## src/shared/flash_pkg.sv

```systemverilog
package flash_pkg;

  // ----------------------------------------------------------------
  // Clock and busy timing
  // ----------------------------------------------------------------
  localparam int CLK_MHZ      = 40;
  localparam int T_PROG_NS    = 10_000;
  localparam int T_SECT_NS    = 40_000;
  localparam int T_BLOCK_NS   = 60_000;
  localparam int T_CHIP_NS    = 80_000;
  localparam int PROG_CYC     = (T_PROG_NS * CLK_MHZ + 999) / 1000;
  localparam int SECT_CYC     = (T_SECT_NS * CLK_MHZ + 999) / 1000;
  localparam int BLOCK_CYC    = (T_BLOCK_NS * CLK_MHZ + 999) / 1000;
  localparam int CHIP_CYC     = (T_CHIP_NS * CLK_MHZ + 999) / 1000;
  localparam int BUSY_W       = 16;

  // ----------------------------------------------------------------
  // Opcodes
  // ----------------------------------------------------------------
  localparam logic [7:0] OP_STATUS_WRITE_CMD   = 8'h01;
  localparam logic [7:0] OP_PROG   = 8'h02;
  localparam logic [7:0] OP_WRITE_DISABLE_CMD   = 8'h04;
  localparam logic [7:0] OP_STATUS_READ_CMD   = 8'h05;
  localparam logic [7:0] OP_WRITE_ENABLE_CMD   = 8'h06;
  localparam logic [7:0] OP_SECT_A = 8'h20;
  localparam logic [7:0] OP_SECT_B = 8'hd7;
  localparam logic [7:0] OP_BLOCK  = 8'hd8;
  localparam logic [7:0] OP_CHIP_A = 8'h60;
  localparam logic [7:0] OP_CHIP_B = 8'hc7;

  // ----------------------------------------------------------------
  // Status register fields and stored protection bits
  // ----------------------------------------------------------------
  localparam int SR_BP0  = 2;
  localparam int SR_BP2  = 4;
  localparam int SR_TB   = 5;
  localparam int SR_LOCK = 7;
  localparam int NV_TB   = 3;
  localparam int NV_LOCK = 4;
  localparam logic [4:0] NV_INIT = 5'h00;

  // ----------------------------------------------------------------
  // Array geometry and framing
  // ----------------------------------------------------------------
  localparam int ARRAY_AW     = 20;
  localparam int PROT_UNIT_AW = 16;
  localparam logic [2:0] SIZE_NONE = 3'h0;
  localparam logic [2:0] SIZE_ALL  = 3'h5;
  localparam logic [2:0] BIT_LAST  = 3'h7;
  localparam logic [1:0] ADDR_LAST = 2'h2;
  // Pin order: cs_n, sck, si, hold_n, wp_n
  localparam logic [4:0] PIN_IDLE  = 5'h13;

  typedef enum logic [4:0] {
    ST_OPCODE = 5'h01,
    ST_ADDR   = 5'h02,
    ST_DATA   = 5'h04,
    ST_DONE   = 5'h08,
    ST_STREAM = 5'h10
  } cmd_state_t;

endpackage

```

## src/shared/prot_if.sv

```systemverilog
`timescale 1ns/100ps
interface prot_if;
  logic [flash_pkg::ARRAY_AW-1:0] addr;
  logic [2:0]                     size;
  logic                           tb;
  logic                           hit;
  modport req (output addr, output size, output tb, input hit);
  modport dec (input addr, input size, input tb, output hit);
endinterface

```

## src/hdl/spi_flash_front.sv

```systemverilog
`timescale 1ns/100ps
module spi_flash_front #(
  parameter int BUSY_PROG_CYC  = flash_pkg::PROG_CYC,
  parameter int BUSY_SECT_CYC  = flash_pkg::SECT_CYC,
  parameter int BUSY_BLOCK_CYC = flash_pkg::BLOCK_CYC,
  parameter int BUSY_CHIP_CYC  = flash_pkg::CHIP_CYC
) (
  // Clock and reset
  input  wire logic                          ref_clk_i,
  input  wire logic                          rst_i,
  // Serial pins
  input  wire logic                          cs_n_i,
  input  wire logic                          sck_i,
  input  wire logic                          si_i,
  input  wire logic                          hold_n_i,
  input  wire logic                          wp_n_i,
  output logic                               so_o,
  output logic                               so_oe_n_o,
  // Array operation request
  output logic                               op_start_o,
  output logic [7:0]                         op_code_o,
  output logic [flash_pkg::ARRAY_AW-1:0]     op_addr_o,
  // Status view
  output logic [7:0]                         status_o
);
  import flash_pkg::*;

  // ----------------------------------------------------------------
  // Pin synchronisers
  // ----------------------------------------------------------------
  logic [4:0] pins_s;

  pin_sync #(
    .WIDTH   (5),
    .RST_VAL (PIN_IDLE)
  ) u_sync (
    .clk_i (ref_clk_i),
    .rst_i (rst_i),
    .d_i   ({cs_n_i, sck_i, si_i, hold_n_i, wp_n_i}),
    .q_o   (pins_s)
  );

  wire logic cs_n_s   = pins_s[4];
  wire logic sck_s    = pins_s[3];
  wire logic si_s     = pins_s[2];
  wire logic hold_n_s = pins_s[1];
  wire logic wp_n_s   = pins_s[0];

  // ----------------------------------------------------------------
  // State
  // ----------------------------------------------------------------
  cmd_state_t            state_q;
  cmd_state_t            state_d;
  cmd_state_t            first_state;
  logic                  sck_prev_q;
  logic                  hold_prev_q;
  logic                  cs_prev_q;
  logic                  hold_q;
  logic                  hold_d;
  logic [2:0]            bit_cnt_q;
  logic [6:0]            shift_q;
  logic [7:0]            opcode_q;
  logic [23:0]           addr_q;
  logic [1:0]            addr_cnt_q;
  logic                  data_seen_q;
  logic [7:0]            wr_data_q;
  logic                  wel_q;
  logic                  busy_q;
  logic [BUSY_W-1:0]     busy_cnt_q;
  logic [4:0]            nv_q = NV_INIT;
  logic [7:0]            snap_q;
  logic                  stream_drv_q;
  logic                  so_q;
  logic                  so_oe_n_q;
  logic                  op_start_q;
  logic [7:0]            op_code_q;
  logic [ARRAY_AW-1:0]   op_addr_q;
  logic [7:0]            status_q;

  // ----------------------------------------------------------------
  // Clock edges and pause
  // ----------------------------------------------------------------
  // Edges are gated by pause, so clock toggling while held is ignored
  wire logic sck_rise = sck_s & ~sck_prev_q & ~cs_n_s & ~hold_q;
  wire logic sck_fall = ~sck_s & sck_prev_q & ~cs_n_s & ~hold_q;
  wire logic cs_rise  = cs_n_s & ~cs_prev_q;
  // Pause only counts while selected, so a deselected hold is moot
  wire logic hold_enter = ~cs_n_s & ~hold_n_s & hold_prev_q & ~sck_s;
  wire logic hold_leave = hold_n_s & ~hold_prev_q & ~sck_s;

  always_comb begin
    hold_d = hold_q;
    if (cs_n_s) begin
      hold_d = 1'b0;
    end else if (hold_enter) begin
      hold_d = 1'b1;
    end else if (hold_leave) begin
      hold_d = 1'b0;
    end
  end

  always_ff @(posedge ref_clk_i) begin
    if (rst_i) begin
      sck_prev_q  <= 1'b0;
      hold_prev_q <= 1'b1;
      cs_prev_q   <= 1'b1;
      hold_q      <= 1'b0;
    end else begin
      sck_prev_q  <= sck_s;
      hold_prev_q <= hold_n_s;
      cs_prev_q   <= cs_n_s;
      hold_q      <= hold_d;
    end
  end

  // ----------------------------------------------------------------
  // Command decode
  // ----------------------------------------------------------------
  wire logic [7:0] rx_byte   = {shift_q, si_s};
  wire logic       byte_done = sck_rise && bit_cnt_q == BIT_LAST;
  wire logic       rx_sect   = rx_byte == OP_SECT_A || rx_byte == OP_SECT_B;
  wire logic       rx_chip   = rx_byte == OP_CHIP_A || rx_byte == OP_CHIP_B;
  wire logic       rx_addr   = rx_sect || rx_byte == OP_PROG ||
                               rx_byte == OP_BLOCK;
  // Frames other than status read taken while busy keep a null opcode, so deselect runs nothing
  wire logic       rx_drop   = busy_q && rx_byte != OP_STATUS_READ_CMD;
  wire logic [7:0] rx_keep   = rx_drop ? 8'h00 : rx_byte;

  // Unknown opcodes park in ST_DONE with no action on deselect
  assign first_state =
    rx_drop                        ? ST_DONE :
    (rx_byte == OP_STATUS_READ_CMD)           ? ST_STREAM :
    (rx_byte == OP_STATUS_WRITE_CMD)           ? ST_DATA :
    rx_addr                        ? ST_ADDR : ST_DONE;

  always_comb begin
    state_d = state_q;
    if (cs_n_s) begin
      state_d = ST_OPCODE;
    end else if (byte_done) begin
      unique case (state_q)
        ST_OPCODE: state_d = first_state;
        ST_ADDR: begin
          if (addr_cnt_q == ADDR_LAST) begin
            state_d = (opcode_q == OP_PROG) ? ST_DATA : ST_DONE;
          end
        end
        ST_DATA: begin
          if (opcode_q == OP_STATUS_WRITE_CMD) begin
            state_d = ST_DONE;
          end
        end
        ST_DONE, ST_STREAM: state_d = state_q;
      endcase
    end
  end

  // Serial shifter; frozen under pause as the edges are gated
  always_ff @(posedge ref_clk_i) begin
    if (rst_i || cs_n_s) begin
      state_q     <= ST_OPCODE;
      bit_cnt_q   <= 3'h0;
      addr_cnt_q  <= 2'h0;
      data_seen_q <= 1'b0;
    end else begin
      state_q <= state_d;
      if (sck_rise) begin
        bit_cnt_q <= bit_cnt_q + 3'h1;
      end
      if (byte_done && state_q == ST_ADDR) begin
        addr_cnt_q <= addr_cnt_q + 2'h1;
      end
      if (byte_done && state_q == ST_DATA) begin
        data_seen_q <= 1'b1;
      end
    end
  end

  always_ff @(posedge ref_clk_i) begin
    if (rst_i) begin
      shift_q   <= 7'h00;
      opcode_q  <= 8'h00;
      addr_q    <= 24'h00_0000;
      wr_data_q <= 8'h00;
    end else begin
      if (sck_rise) begin
        shift_q <= rx_byte[6:0];
      end
      if (byte_done && state_q == ST_OPCODE) begin
        opcode_q <= rx_keep;
      end
      if (byte_done && state_q == ST_ADDR) begin
        addr_q <= {addr_q[15:0], rx_byte};
      end
      if (byte_done && state_q == ST_DATA && !data_seen_q) begin
        wr_data_q <= rx_byte;
      end
    end
  end

  // ----------------------------------------------------------------
  // Execution on deselect
  // ----------------------------------------------------------------
  prot_if u_prot_if ();

  assign u_prot_if.addr = addr_q[ARRAY_AW-1:0];
  assign u_prot_if.size = nv_q[2:0];
  assign u_prot_if.tb   = nv_q[NV_TB];

  prot_decode u_prot (
    .p (u_prot_if)
  );

  // A partial byte at deselect aborts, as does a pause
  wire logic run_cmd = cs_rise && !hold_q && bit_cnt_q == 3'h0 &&
                       (state_q == ST_DONE ||
                        (state_q == ST_DATA && opcode_q == OP_PROG &&
                         data_seen_q));
  wire logic op_chip  = opcode_q == OP_CHIP_A || opcode_q == OP_CHIP_B;
  wire logic op_sect  = opcode_q == OP_SECT_A || opcode_q == OP_SECT_B;
  wire logic op_mem   = op_chip || op_sect || opcode_q == OP_PROG ||
                        opcode_q == OP_BLOCK;
  wire logic op_ready = (op_chip && !rx_chip) || op_chip ||
                        addr_cnt_q == 2'h3;
  wire logic chip_blk = op_chip && nv_q[NV_TB:0] != 4'h0;
  wire logic addr_blk = !op_chip && u_prot_if.hit;
  wire logic start_op = run_cmd && op_mem && op_ready && wel_q &&
                        !chip_blk && !addr_blk;
  // Pin high disables the lock entirely
  wire logic status_write_cmd_ok  = run_cmd && opcode_q == OP_STATUS_WRITE_CMD && wel_q &&
                        (wp_n_s || !nv_q[NV_LOCK]);
  wire logic run_write_enable_cmd = run_cmd && opcode_q == OP_WRITE_ENABLE_CMD;
  wire logic run_write_disable_cmd = run_cmd && opcode_q == OP_WRITE_DISABLE_CMD;
  wire logic [4:0] nv_wr = {wr_data_q[SR_LOCK], wr_data_q[SR_TB],
                            wr_data_q[SR_BP2:SR_BP0]};
  wire logic [BUSY_W-1:0] busy_load =
    (opcode_q == OP_PROG) ? BUSY_W'(BUSY_PROG_CYC - 1) :
    op_sect               ? BUSY_W'(BUSY_SECT_CYC - 1) :
    op_chip               ? BUSY_W'(BUSY_CHIP_CYC - 1) :
                            BUSY_W'(BUSY_BLOCK_CYC - 1);

  always_ff @(posedge ref_clk_i) begin
    if (rst_i) begin
      wel_q <= 1'b0;
    end else if (run_write_enable_cmd) begin
      wel_q <= 1'b1;
    end else if (run_write_disable_cmd || start_op || status_write_cmd_ok) begin
      wel_q <= 1'b0;
    end
  end

  // Not cleared by reset: models cells that keep their content
  always_ff @(posedge ref_clk_i) begin
    if (status_write_cmd_ok) begin
      nv_q <= nv_wr;
    end
  end

  always_ff @(posedge ref_clk_i) begin
    if (rst_i) begin
      busy_q     <= 1'b0;
      busy_cnt_q <= '0;
    end else if (start_op) begin
      busy_q     <= 1'b1;
      busy_cnt_q <= busy_load;
    end else if (busy_q) begin
      busy_q     <= busy_cnt_q != '0;
      busy_cnt_q <= busy_cnt_q - BUSY_W'(1);
    end
  end

  always_ff @(posedge ref_clk_i) begin
    if (rst_i) begin
      op_start_q <= 1'b0;
      op_code_q  <= 8'h00;
      op_addr_q  <= '0;
    end else begin
      op_start_q <= start_op;
      if (start_op) begin
        op_code_q <= opcode_q;
        op_addr_q <= addr_q[ARRAY_AW-1:0];
      end
    end
  end

  // ----------------------------------------------------------------
  // Status and serial output
  // ----------------------------------------------------------------
  wire logic [7:0] status_now = {nv_q[NV_LOCK], 1'b0, nv_q[NV_TB],
                                 nv_q[2:0], wel_q, busy_q};

  wire logic stream_drv_d = !cs_n_s && state_q == ST_STREAM &&
                            (stream_drv_q || sck_fall);

  // Byte is snapped at its first bit so busy cannot tear mid-byte
  always_ff @(posedge ref_clk_i) begin
    if (rst_i) begin
      snap_q       <= 8'h00;
      so_q         <= 1'b0;
      stream_drv_q <= 1'b0;
      so_oe_n_q    <= 1'b1;
      status_q     <= 8'h00;
    end else begin
      stream_drv_q <= stream_drv_d;
      so_oe_n_q    <= !(stream_drv_d && !hold_d);
      status_q     <= status_now;
      if (sck_fall && state_q == ST_STREAM) begin
        if (bit_cnt_q == 3'h0) begin
          snap_q <= status_now;
          so_q   <= status_now[7];
        end else begin
          so_q <= snap_q[~bit_cnt_q];
        end
      end
    end
  end

  assign so_o       = so_q;
  assign so_oe_n_o  = so_oe_n_q;
  assign op_start_o = op_start_q;
  assign op_code_o  = op_code_q;
  assign op_addr_o  = op_addr_q;
  assign status_o   = status_q;
endmodule

```

## src/hdl/pin_sync.sv

```systemverilog
`timescale 1ns/100ps
module pin_sync #(
  parameter int              WIDTH   = 1,
  parameter logic [WIDTH-1:0] RST_VAL = '0
) (
  // Clock and reset
  input  wire logic             clk_i,
  input  wire logic             rst_i,
  // Pins in, synchronised levels out
  input  wire logic [WIDTH-1:0] d_i,
  output logic      [WIDTH-1:0] q_o
);
  logic [WIDTH-1:0] meta_q;
  logic [WIDTH-1:0] sync_q;

  always_ff @(posedge clk_i) begin
    if (rst_i) begin
      meta_q <= RST_VAL;
      sync_q <= RST_VAL;
    end else begin
      meta_q <= d_i;
      sync_q <= meta_q;
    end
  end

  assign q_o = sync_q;
endmodule

```

## src/hdl/prot_decode.sv

```systemverilog
`timescale 1ns/100ps
module prot_decode (
  prot_if.dec p
);
  import flash_pkg::*;

  localparam logic [ARRAY_AW:0] UNIT =
    (ARRAY_AW+1)'(1 << PROT_UNIT_AW);
  localparam logic [ARRAY_AW:0] FULL =
    (ARRAY_AW+1)'(1 << ARRAY_AW);

  // Region doubles with each size code: 1/16, 1/8, 1/4, 1/2
  wire logic [ARRAY_AW:0] span     = UNIT << (p.size - 3'h1);
  wire logic [ARRAY_AW:0] addr_ext = {1'b0, p.addr};
  wire logic              top_hit  = addr_ext >= (FULL - span);
  wire logic              bot_hit  = addr_ext < span;

  assign p.hit = (p.size == SIZE_NONE) ? 1'b0 :
                 (p.size >= SIZE_ALL)  ? 1'b1 :
                 p.tb ? bot_hit : top_hit;
endmodule

```

## config.mk

```make
export PLATFORM = sky130hd
export DESIGN_NAME = spi_flash_front
export DESIGN_NICKNAME = d
export VERILOG_FILES = /design/src/shared/flash_pkg.sv /design/src/shared/prot_if.sv /design/src/hdl/spi_flash_front.sv /design/src/hdl/pin_sync.sv /design/src/hdl/prot_decode.sv
export SDC_FILE = /design/constraint.sdc
export NUM_CORES = 1
export LEC_CHECK = 0
export ABC_AREA = 1
export BUFFER_PORTS_ARGS = -buffer_cell sky130_fd_sc_hd__buf_2
export CORE_MARGIN = 2
export CORE_UTILIZATION = 35
export DETAILED_ROUTE_END_ITERATION = 7
export SLEW_MARGIN = 20
export SYNTH_ARGS = -nofsm -noshare
export SYNTH_HDL_FRONTEND = slang
export SYNTH_SLANG_ARGS = --single-unit
```

## constraint.sdc

```tcl
create_clock -name ref_clk_i -period 3.6 [get_ports ref_clk_i]
set_clock_uncertainty 0.1 [all_clocks]
set_input_delay 0.36 -clock ref_clk_i [delete_from_list [all_inputs] [get_ports ref_clk_i]]
set_output_delay 0.36 -clock ref_clk_i [all_outputs]
set_load 0.02 [all_outputs]
```

==> flow_metrics.tcl, run 1 <==
set metrics [dict create \
    outcome "completed" \
    synth_top_cell_by_area "sky130_fd_sc_hd__dfxtp_1" \
    max_cap_viol_count 0 \
    sequential_cell_area_sq_mm 0.002733 \
    internal_power_mw 2.709 \
    clock-sinks 134 \
    detail_route.first_pass.iterations 5 \
    postRouteWirelength_um 13670 \
    floorplan.core_area_sq_mm 0.01652 \
    clock_period_minus_final_worst_setup_slack_ns 3.266 \
    avgSynthCellArea_sq_um 7.774 \
    rsz0062_at_grt "false" \
    ant_nets 0 \
    setup.worst_path.start "nv_q[1]" \
    num_io_pins 46 \
    capturing_point_of_the_worst_reg2reg_path "op_code_o[7]" \
    final_common_cell "sky130_fd_sc_hd__dfxtp_1" \
    post_cts_buffers 0 \
    synth_top_cells_by_area "sky130_fd_sc_hd__dfxtp_1 (44%), sky130_fd_sc_hd__a21oi_1 (6.7%), sky130_fd_sc_hd__nand2_1 (6.7%)" \
    p_seq_share_pct 44.2 \
    ctsLongestPathBuffers 2 \
    final.setup.tns_ns 0 \
    grt_max_degree 52 \
    tritoncts "yes" \
    min_delay_worst_type "primary input to flip-flop" \
    yosys_warnings 0 \
    synth_enable_flop_cells 5 \
    nFillCells 1696 \
    worstPathArrival_ns 3.45 \
    viasPerCell 4.789 \
    most-common-layout-cells "sky130_fd_sc_hd__dfxtp_1 (129), sky130_fd_sc_hd__nand2_1 (104), sky130_fd_sc_hd__inv_1 (84), sky130_fd_sc_hd__a21oi_1 (79), sky130_fd_sc_hd__nor2_1 (76)" \
    root_buffer "sky130_fd_sc_hd__clkbuf_16" \
    h_tree_depth 4 \
    wire_per_inst_um 13.26 \
    initial_antenna_violation_count 0 \
    place_congestion 0.8367 \
    reg2reg_from "nv_q[1]" \
    synth_flop_cell "sky130_fd_sc_hd__dfxtp_1" \
    synthesis.instances 756 \
    area_growth_syn_to_layout_pct 18.14 \
    r2r_cells 21 \
    ys_types 41 \
    place_hpwl_um 9808 \
    core.rowCount 47 \
    die_height_um 133.6 \
    route.vias.total 4937 \
    power.density_mw_per_mm2 490.6 \
    flip_flop_and_latch_count_after_synthesis 134 \
    post-synth-top-area-fraction_pct 43.94 \
    synth.cell_area_sq_mm 0.005877 \
    share_comb_of_total_power_pct 1.5 \
    period_share_pct 90.72 \
    max-slew-margin-rel_pct 52.72 \
    synth_async_reset_ratio_pct 0 \
    worstMarginPinSlew_ns 0.7065 \
    grt_usage_pct 16.15 \
    final_layout_size_suffix_gt1_share_pct 16.15 \
    initial_utilization_pct 35.56 \
    timing.critical_path.to_type "flip-flop" \
    hold_ws_ns 0.01430 \
    final-max-slew-violation-count 0 \
    post-route-drc-count 0 \
    grt_pass1_vias 4490 \
    power.static_leakage_nw 2.966 \
    seq_area_frac_synth_pct 46.50 \
    swShare_pct 20.47 \
    finalPower_mw 3.406 \
    grt_first_pass_wirelength_um 22540 \
    timing.critical_path.to "op_code_o[7]" \
    die-area_sq_mm 0.01784 \
    crit_fanout 14 \
    clock_power_share_pct 54.3 \
    antennaDiodeCount 0 \
    clock_network_latency_to_the_later_pin_of_the_worst_skew_pair_ns 0.43 \
    overflow 0 \
    port_buffers 44 \
    required_ns 3.79 \
    drt_iter0_drc 322 \
    clock.fmax_mhz 306.2 \
    die-width_um 133.6 \
    clock_edge_transition_at_the_registers_on_the_reported_setup_and_hold_paths_ns 0.06 \
    setup.worst_path.start_class "flip-flop" \
    setup_viol_count_final 0 \
    ff_to_ff_setup_slack_ns 0.33 \
    tritoncts.num_buffers 17 \
    hold_violations 0 \
    mappedNetlistNets 778 \
    ir_worst_vdd_mv 0.3256 \
    netSwitchingPower_mw 0.6974 \
    critPathKind "flip-flop to flip-flop" \
    num-nets-final 820 \
    multiInputGateArea_sq_mm 0.002644 \
]
## cell families after synthesis
logic type	share of synthesized area, %
simple gates	23.14
xor+xnor	2.086
flops	46.50
compound gates	16.46
fa+ha+maj	3.194
other cells	0.06381
buf+inv	8.559
## power by group through the flow
stage | Combinational, mW | Clock, mW | Sequential (mW)
2_1_floorplan | 0.0349 | 0 | 1.54
3_3_place_gp | 0.0503 | 0 | 1.54
5_1_grt | 0.0573 | 1.96 | 1.50
3_5_place_dp | 0.0505 | 0 | 1.54
6_report | 0.0509 | 1.85 | 1.50
4_1_cts | 0.0513 | 1.89 | 1.50
## worst max-delay path: stages (launching register included)
cell,delay [ns]
sky130_fd_sc_hd__edfxtp_1,0.43
sky130_fd_sc_hd__nor2_2,0.18
sky130_fd_sc_hd__ha_1,0.31
sky130_fd_sc_hd__nand3_1,0.13
sky130_fd_sc_hd__ha_1,0.21
sky130_fd_sc_hd__xnor2_1,0.13
sky130_fd_sc_hd__ha_1,0.26
sky130_fd_sc_hd__nand2_1,0.07
sky130_fd_sc_hd__inv_1,0.03
sky130_fd_sc_hd__nand2_1,0.05
sky130_fd_sc_hd__nand3_1,0.06
sky130_fd_sc_hd__nand2_1,0.05
sky130_fd_sc_hd__nand2_1,0.04
sky130_fd_sc_hd__a21oi_1,0.14
sky130_fd_sc_hd__nand2_1,0.11
sky130_fd_sc_hd__nand2_1,0.07
sky130_fd_sc_hd__nand2_1,0.04
sky130_fd_sc_hd__nand2_1,0.18
sky130_fd_sc_hd__nand2_2,0.17
sky130_fd_sc_hd__buf_12,0.19
sky130_fd_sc_hd__nand3_1,0.06
sky130_fd_sc_hd__o21ai_0,0.09
## routing by layer
metal,vias to the layer above,share of wire (%),GRT usage (%)
li1,2606,-,-
met1,2204,51,22.65
met2,102,43,23.91
met3,25,4.2,4.148
met4,0,1.8,5.969
met5,-,0,0
## cells in the mapped netlist (9+ instances only)
| library cell | number |
|---|---|
| sky130_fd_sc_hd__inv_1 | 84 |
| sky130_fd_sc_hd__o21ai_0 | 56 |
| sky130_fd_sc_hd__a211oi_1 | 10 |
| sky130_fd_sc_hd__nand4_1 | 19 |
| sky130_fd_sc_hd__nor3_1 | 9 |
| sky130_fd_sc_hd__clkbuf_1 | 20 |
| sky130_fd_sc_hd__dfxtp_1 | 129 |
| sky130_fd_sc_hd__xor2_1 | 10 |
| sky130_fd_sc_hd__nand2_1 | 105 |
| sky130_fd_sc_hd__nor2_1 | 76 |
| sky130_fd_sc_hd__a21oi_1 | 79 |
| sky130_fd_sc_hd__nand3_1 | 59 |
| sky130_fd_sc_hd__o21ai_2 | 15 |
| sky130_fd_sc_hd__ha_1 | 15 |
## timing repair
item / in CTS / in global routing
resized for setup: 0 / 1
hold buffers: 1 / 0
setup endpoints to repair: 0 / 9
hold endpoints to repair: 1 / 0
## worst min-delay path by stage
stage | from | to | cells past startpoint
after floorplan | u_sync.meta_q[2] | u_sync.q_o[2] | 2
after global placement | u_sync.meta_q[1] | u_sync.q_o[1] | 1
after detailed placement | u_sync.meta_q[1] | u_sync.q_o[1] | 1
after CTS | wp_n_i | u_sync.meta_q[0] | 2
after global routing | wp_n_i | u_sync.meta_q[0] | 2
final | wp_n_i | u_sync.meta_q[0] | 2
## through the flow
step / area [sq um] / setup WS, ns / util, % / std cells
after floorplan: 5877 / 0.6943 / - / 756
after global placement: 6299 / 0.3515 / 38.12 / 998
after detailed placement: 6299 / 0.2492 / 38.12 / 998
after CTS: 6940 / 0.2421 / 42.00 / 1031
after global routing: 6943 / 0.03176 / 42.02 / 1031
final: 6943 / 0.3340 / 42.02 / 1031
## layout make-up
class | count | share of cell area, %
inverter | 93 | 5.028
multi-input combinational | 498 | 38.08
sequential | 134 | 39.36
clock inverter | 12 | 2.523
clock buffer | 20 | 6.578
tap | 220 | 3.965
timing repair buffer | 54 | 4.469
## sequential cells by signal, indices dropped and copies added, names as in the netlist, 7 cells and up
signal and flops:
busy_cnt_q 16, opcode_q 8, snap_q 7, status_o 7
addr_q 20, op_code_o 8, op_addr_o 20, shift_q 7
(Power assumes the default switching activity.)
==> inputs of run 2 (changes only) <==
--- a/config.mk
+++ b/config.mk
@@ -8,8 +8,10 @@
 export ABC_AREA = 1
 export BUFFER_PORTS_ARGS = -buffer_cell sky130_fd_sc_hd__buf_2
 export CORE_MARGIN = 2
-export CORE_UTILIZATION = 35
+export CORE_UTILIZATION = 60
 export DETAILED_ROUTE_END_ITERATION = 7
+export PLACE_DENSITY = 0.8
+export REMOVE_ABC_BUFFERS = 1
 export SLEW_MARGIN = 20
 export SYNTH_ARGS = -nofsm -noshare
 export SYNTH_HDL_FRONTEND = slang
==> run 2 against run 1 <==
Net effect:
- clock-buffer cell count shrank 2
- combinational power grew 6.1%
- non-clock buffer count grew 2
- critical path type unchanged
==> flow_metrics.tcl, run 2 (synthesized netlist as in run 1, its figures left out) <==
set metrics [dict create \
    clock_period_minus_final_worst_setup_slack_ns 3.268 \
    dp.cells 908 \
    route.vias.total 5273 \
    die_height_um 103.0 \
    port_buffers 44 \
    num-nets-final 823 \
    ir_worst_vdd_mv 0.4396 \
    timing.critical_path.to_type "flip-flop" \
    critPathKind "flip-flop to flip-flop" \
    detail_route.first_pass.iterations 5 \
    final_cells 947 \
    tritoncts.num_buffers 17 \
    max_cap_viol_count 0 \
    period_share_pct 90.78 \
    post-route-drc-count 0 \
    clock-sinks 134 \
    power.static_leakage_nw 2.926 \
    root_buffer "sky130_fd_sc_hd__clkbuf_8" \
    overflow 0 \
    clock_edge_transition_at_the_registers_on_the_reported_setup_and_hold_paths_ns 0.06 \
    max-slew-margin-rel_pct 47.78 \
    outcome "completed" \
    h_tree_depth 4 \
    wire_per_inst_um 14.69 \
    power.density_mw_per_mm2 473.1 \
    crit_fanout 15 \
    nFillCells 786 \
    area_growth_syn_to_layout_pct 15.73 \
    die-area_sq_mm 0.01060 \
    rsz0062_at_grt "false" \
    clock.fmax_mhz 306.0 \
    worstPathArrival_ns 3.59 \
    worstMarginPinSlew_ns 0.7804 \
    final.setup.tns_ns 0 \
    drt_iter0_drc 328 \
    grt_max_degree 52 \
    core.rowCount 36 \
    floorplan.core_area_sq_mm 0.009639 \
    initial_antenna_violation_count 0 \
    place_congestion 0.9813 \
    most-common-layout-cells "sky130_fd_sc_hd__dfxtp_1 (129), sky130_fd_sc_hd__nand2_1 (103), sky130_fd_sc_hd__inv_1 (84), sky130_fd_sc_hd__a21oi_1 (79), sky130_fd_sc_hd__nor2_1 (76)" \
    hold_ws_ns 0.2992 \
    final-max-slew-violation-count 0 \
    setup.worst_path.start_class "flip-flop" \
    postRouteWirelength_um 13910 \
    initial_utilization_pct 60.97 \
    final_layout_size_suffix_gt1_share_pct 16.22 \
    tritoncts "yes" \
    ctsLongestPathBuffers 2 \
    grt_pass1_vias 4802 \
    min_delay_worst_type "flip-flop to flip-flop" \
    post_route_setup_slack_ns 0.3320 \
    die-width_um 103.0 \
    place_hpwl_um 9641 \
    viasPerCell 5.568 \
    num_io_pins 46 \
    grt_first_pass_wirelength_um 22220 \
    setup_viol_count_final 0 \
    clock_network_latency_to_the_later_pin_of_the_worst_skew_pair_ns 0.53 \
    final_common_cell "sky130_fd_sc_hd__dfxtp_1" \
    required_ns 3.92 \
    detailedPlace.worstSlack_ns 0.2043 \
    grt_usage_pct 27.21 \
    antennaDiodeCount 0 \
    layout.core_utilization_pct 70.56 \
    ant_nets 0 \
    hold_violations 0 \
]
run 2: cell count changes in the layout (fill, tap and decap cells not counted), sizes merged:
cell         previous run  this run
clkinvlp                1         5
nand2                 107       108
inv                    92        94
clkbuf                 20        18
bufinv                  4         2
dlygate4sd3             1         5
buf                    53        51
clkinv                  8         6
run 2: stage by stage:
step | power (mW) | cell area (sq um)
floorplan | 1.562 | 5723
global placement | 1.584 | 6155
detailed placement | 1.586 | 6155
CTS | 3.234 | 6774
global route | 3.298 | 6802
finish | 3.218 | 6802
run 2: worst paths after layout:
path / from / to / slack [ns] / cells past startpoint
setup / recovery: nv_q[1] / op_code_o[2] / 0.33 / 21
hold / removal: u_sync.meta_q[2] / u_sync.q_o[2] / 0.30 / 2
hold reg to reg: u_sync.meta_q[2] / u_sync.q_o[2] / 0.30 / 2
setup reg to reg: nv_q[1] / op_code_o[2] / 0.33 / 21
run 2: metal layers:
metal | vias up | global-route usage, % | part of all wire [%]
li1 | 2617 | - | -
met4 | 0 | 11.64 | 2.6
met1 | 2475 | 32.31 | 42
met2 | 152 | 46.95 | 50
met3 | 29 | 6.576 | 5.2
met5 | - | 0 | 0
run 2: final cells by class:
type,count,area [sq um],area share [%]
clock buffer,18,417.9,6.144
tap,133,166.4,2.447
sequential,134,2733,40.18
clock inverter,14,151.4,2.226
multi-input combinational,499,2658,39.07
inverter,93,349.1,5.132
timing repair buffer,56,326.6,4.801
run 2: worst max-delay path, cell delays in order (launching register included):
cell and delay (ns):
sky130_fd_sc_hd__edfxtp_1 0.43, sky130_fd_sc_hd__nor2_2 0.19, sky130_fd_sc_hd__ha_1 0.31, sky130_fd_sc_hd__nand3_1 0.14, sky130_fd_sc_hd__ha_1 0.22, sky130_fd_sc_hd__xnor2_1 0.14
sky130_fd_sc_hd__ha_1 0.27, sky130_fd_sc_hd__nand2_1 0.09, sky130_fd_sc_hd__inv_1 0.05, sky130_fd_sc_hd__nand2_1 0.05, sky130_fd_sc_hd__nand3_1 0.06, sky130_fd_sc_hd__nand2_1 0.06
sky130_fd_sc_hd__nand2_1 0.04, sky130_fd_sc_hd__a21oi_1 0.14, sky130_fd_sc_hd__nand2_1 0.09, sky130_fd_sc_hd__nand2_1 0.07, sky130_fd_sc_hd__nand2_1 0.06, sky130_fd_sc_hd__nand2_2 0.12
sky130_fd_sc_hd__nand2_2 0.12, sky130_fd_sc_hd__buf_4 0.22, sky130_fd_sc_hd__nand3_1 0.10, sky130_fd_sc_hd__o21ai_2 0.07
run 2: where the power goes:
part           internal [mW]  switching, mW  leakage [nW]
Clock                  0.989          0.670         0.264
Combinational         0.0171         0.0369          1.57
Sequential              1.50        0.00468          1.09
Total                   2.51          0.712          2.93
run 2: repair_timing:
| action | CTS | global route |
|---|---|---|
| setup endpoints to repair | 0 | 39 |
| hold buffers | 5 | 0 |
| endpoints found under the hold margin | 5 | 0 |
| gates resized for setup | 0 | 4 |
| buffers inserted | 0 | 1 |
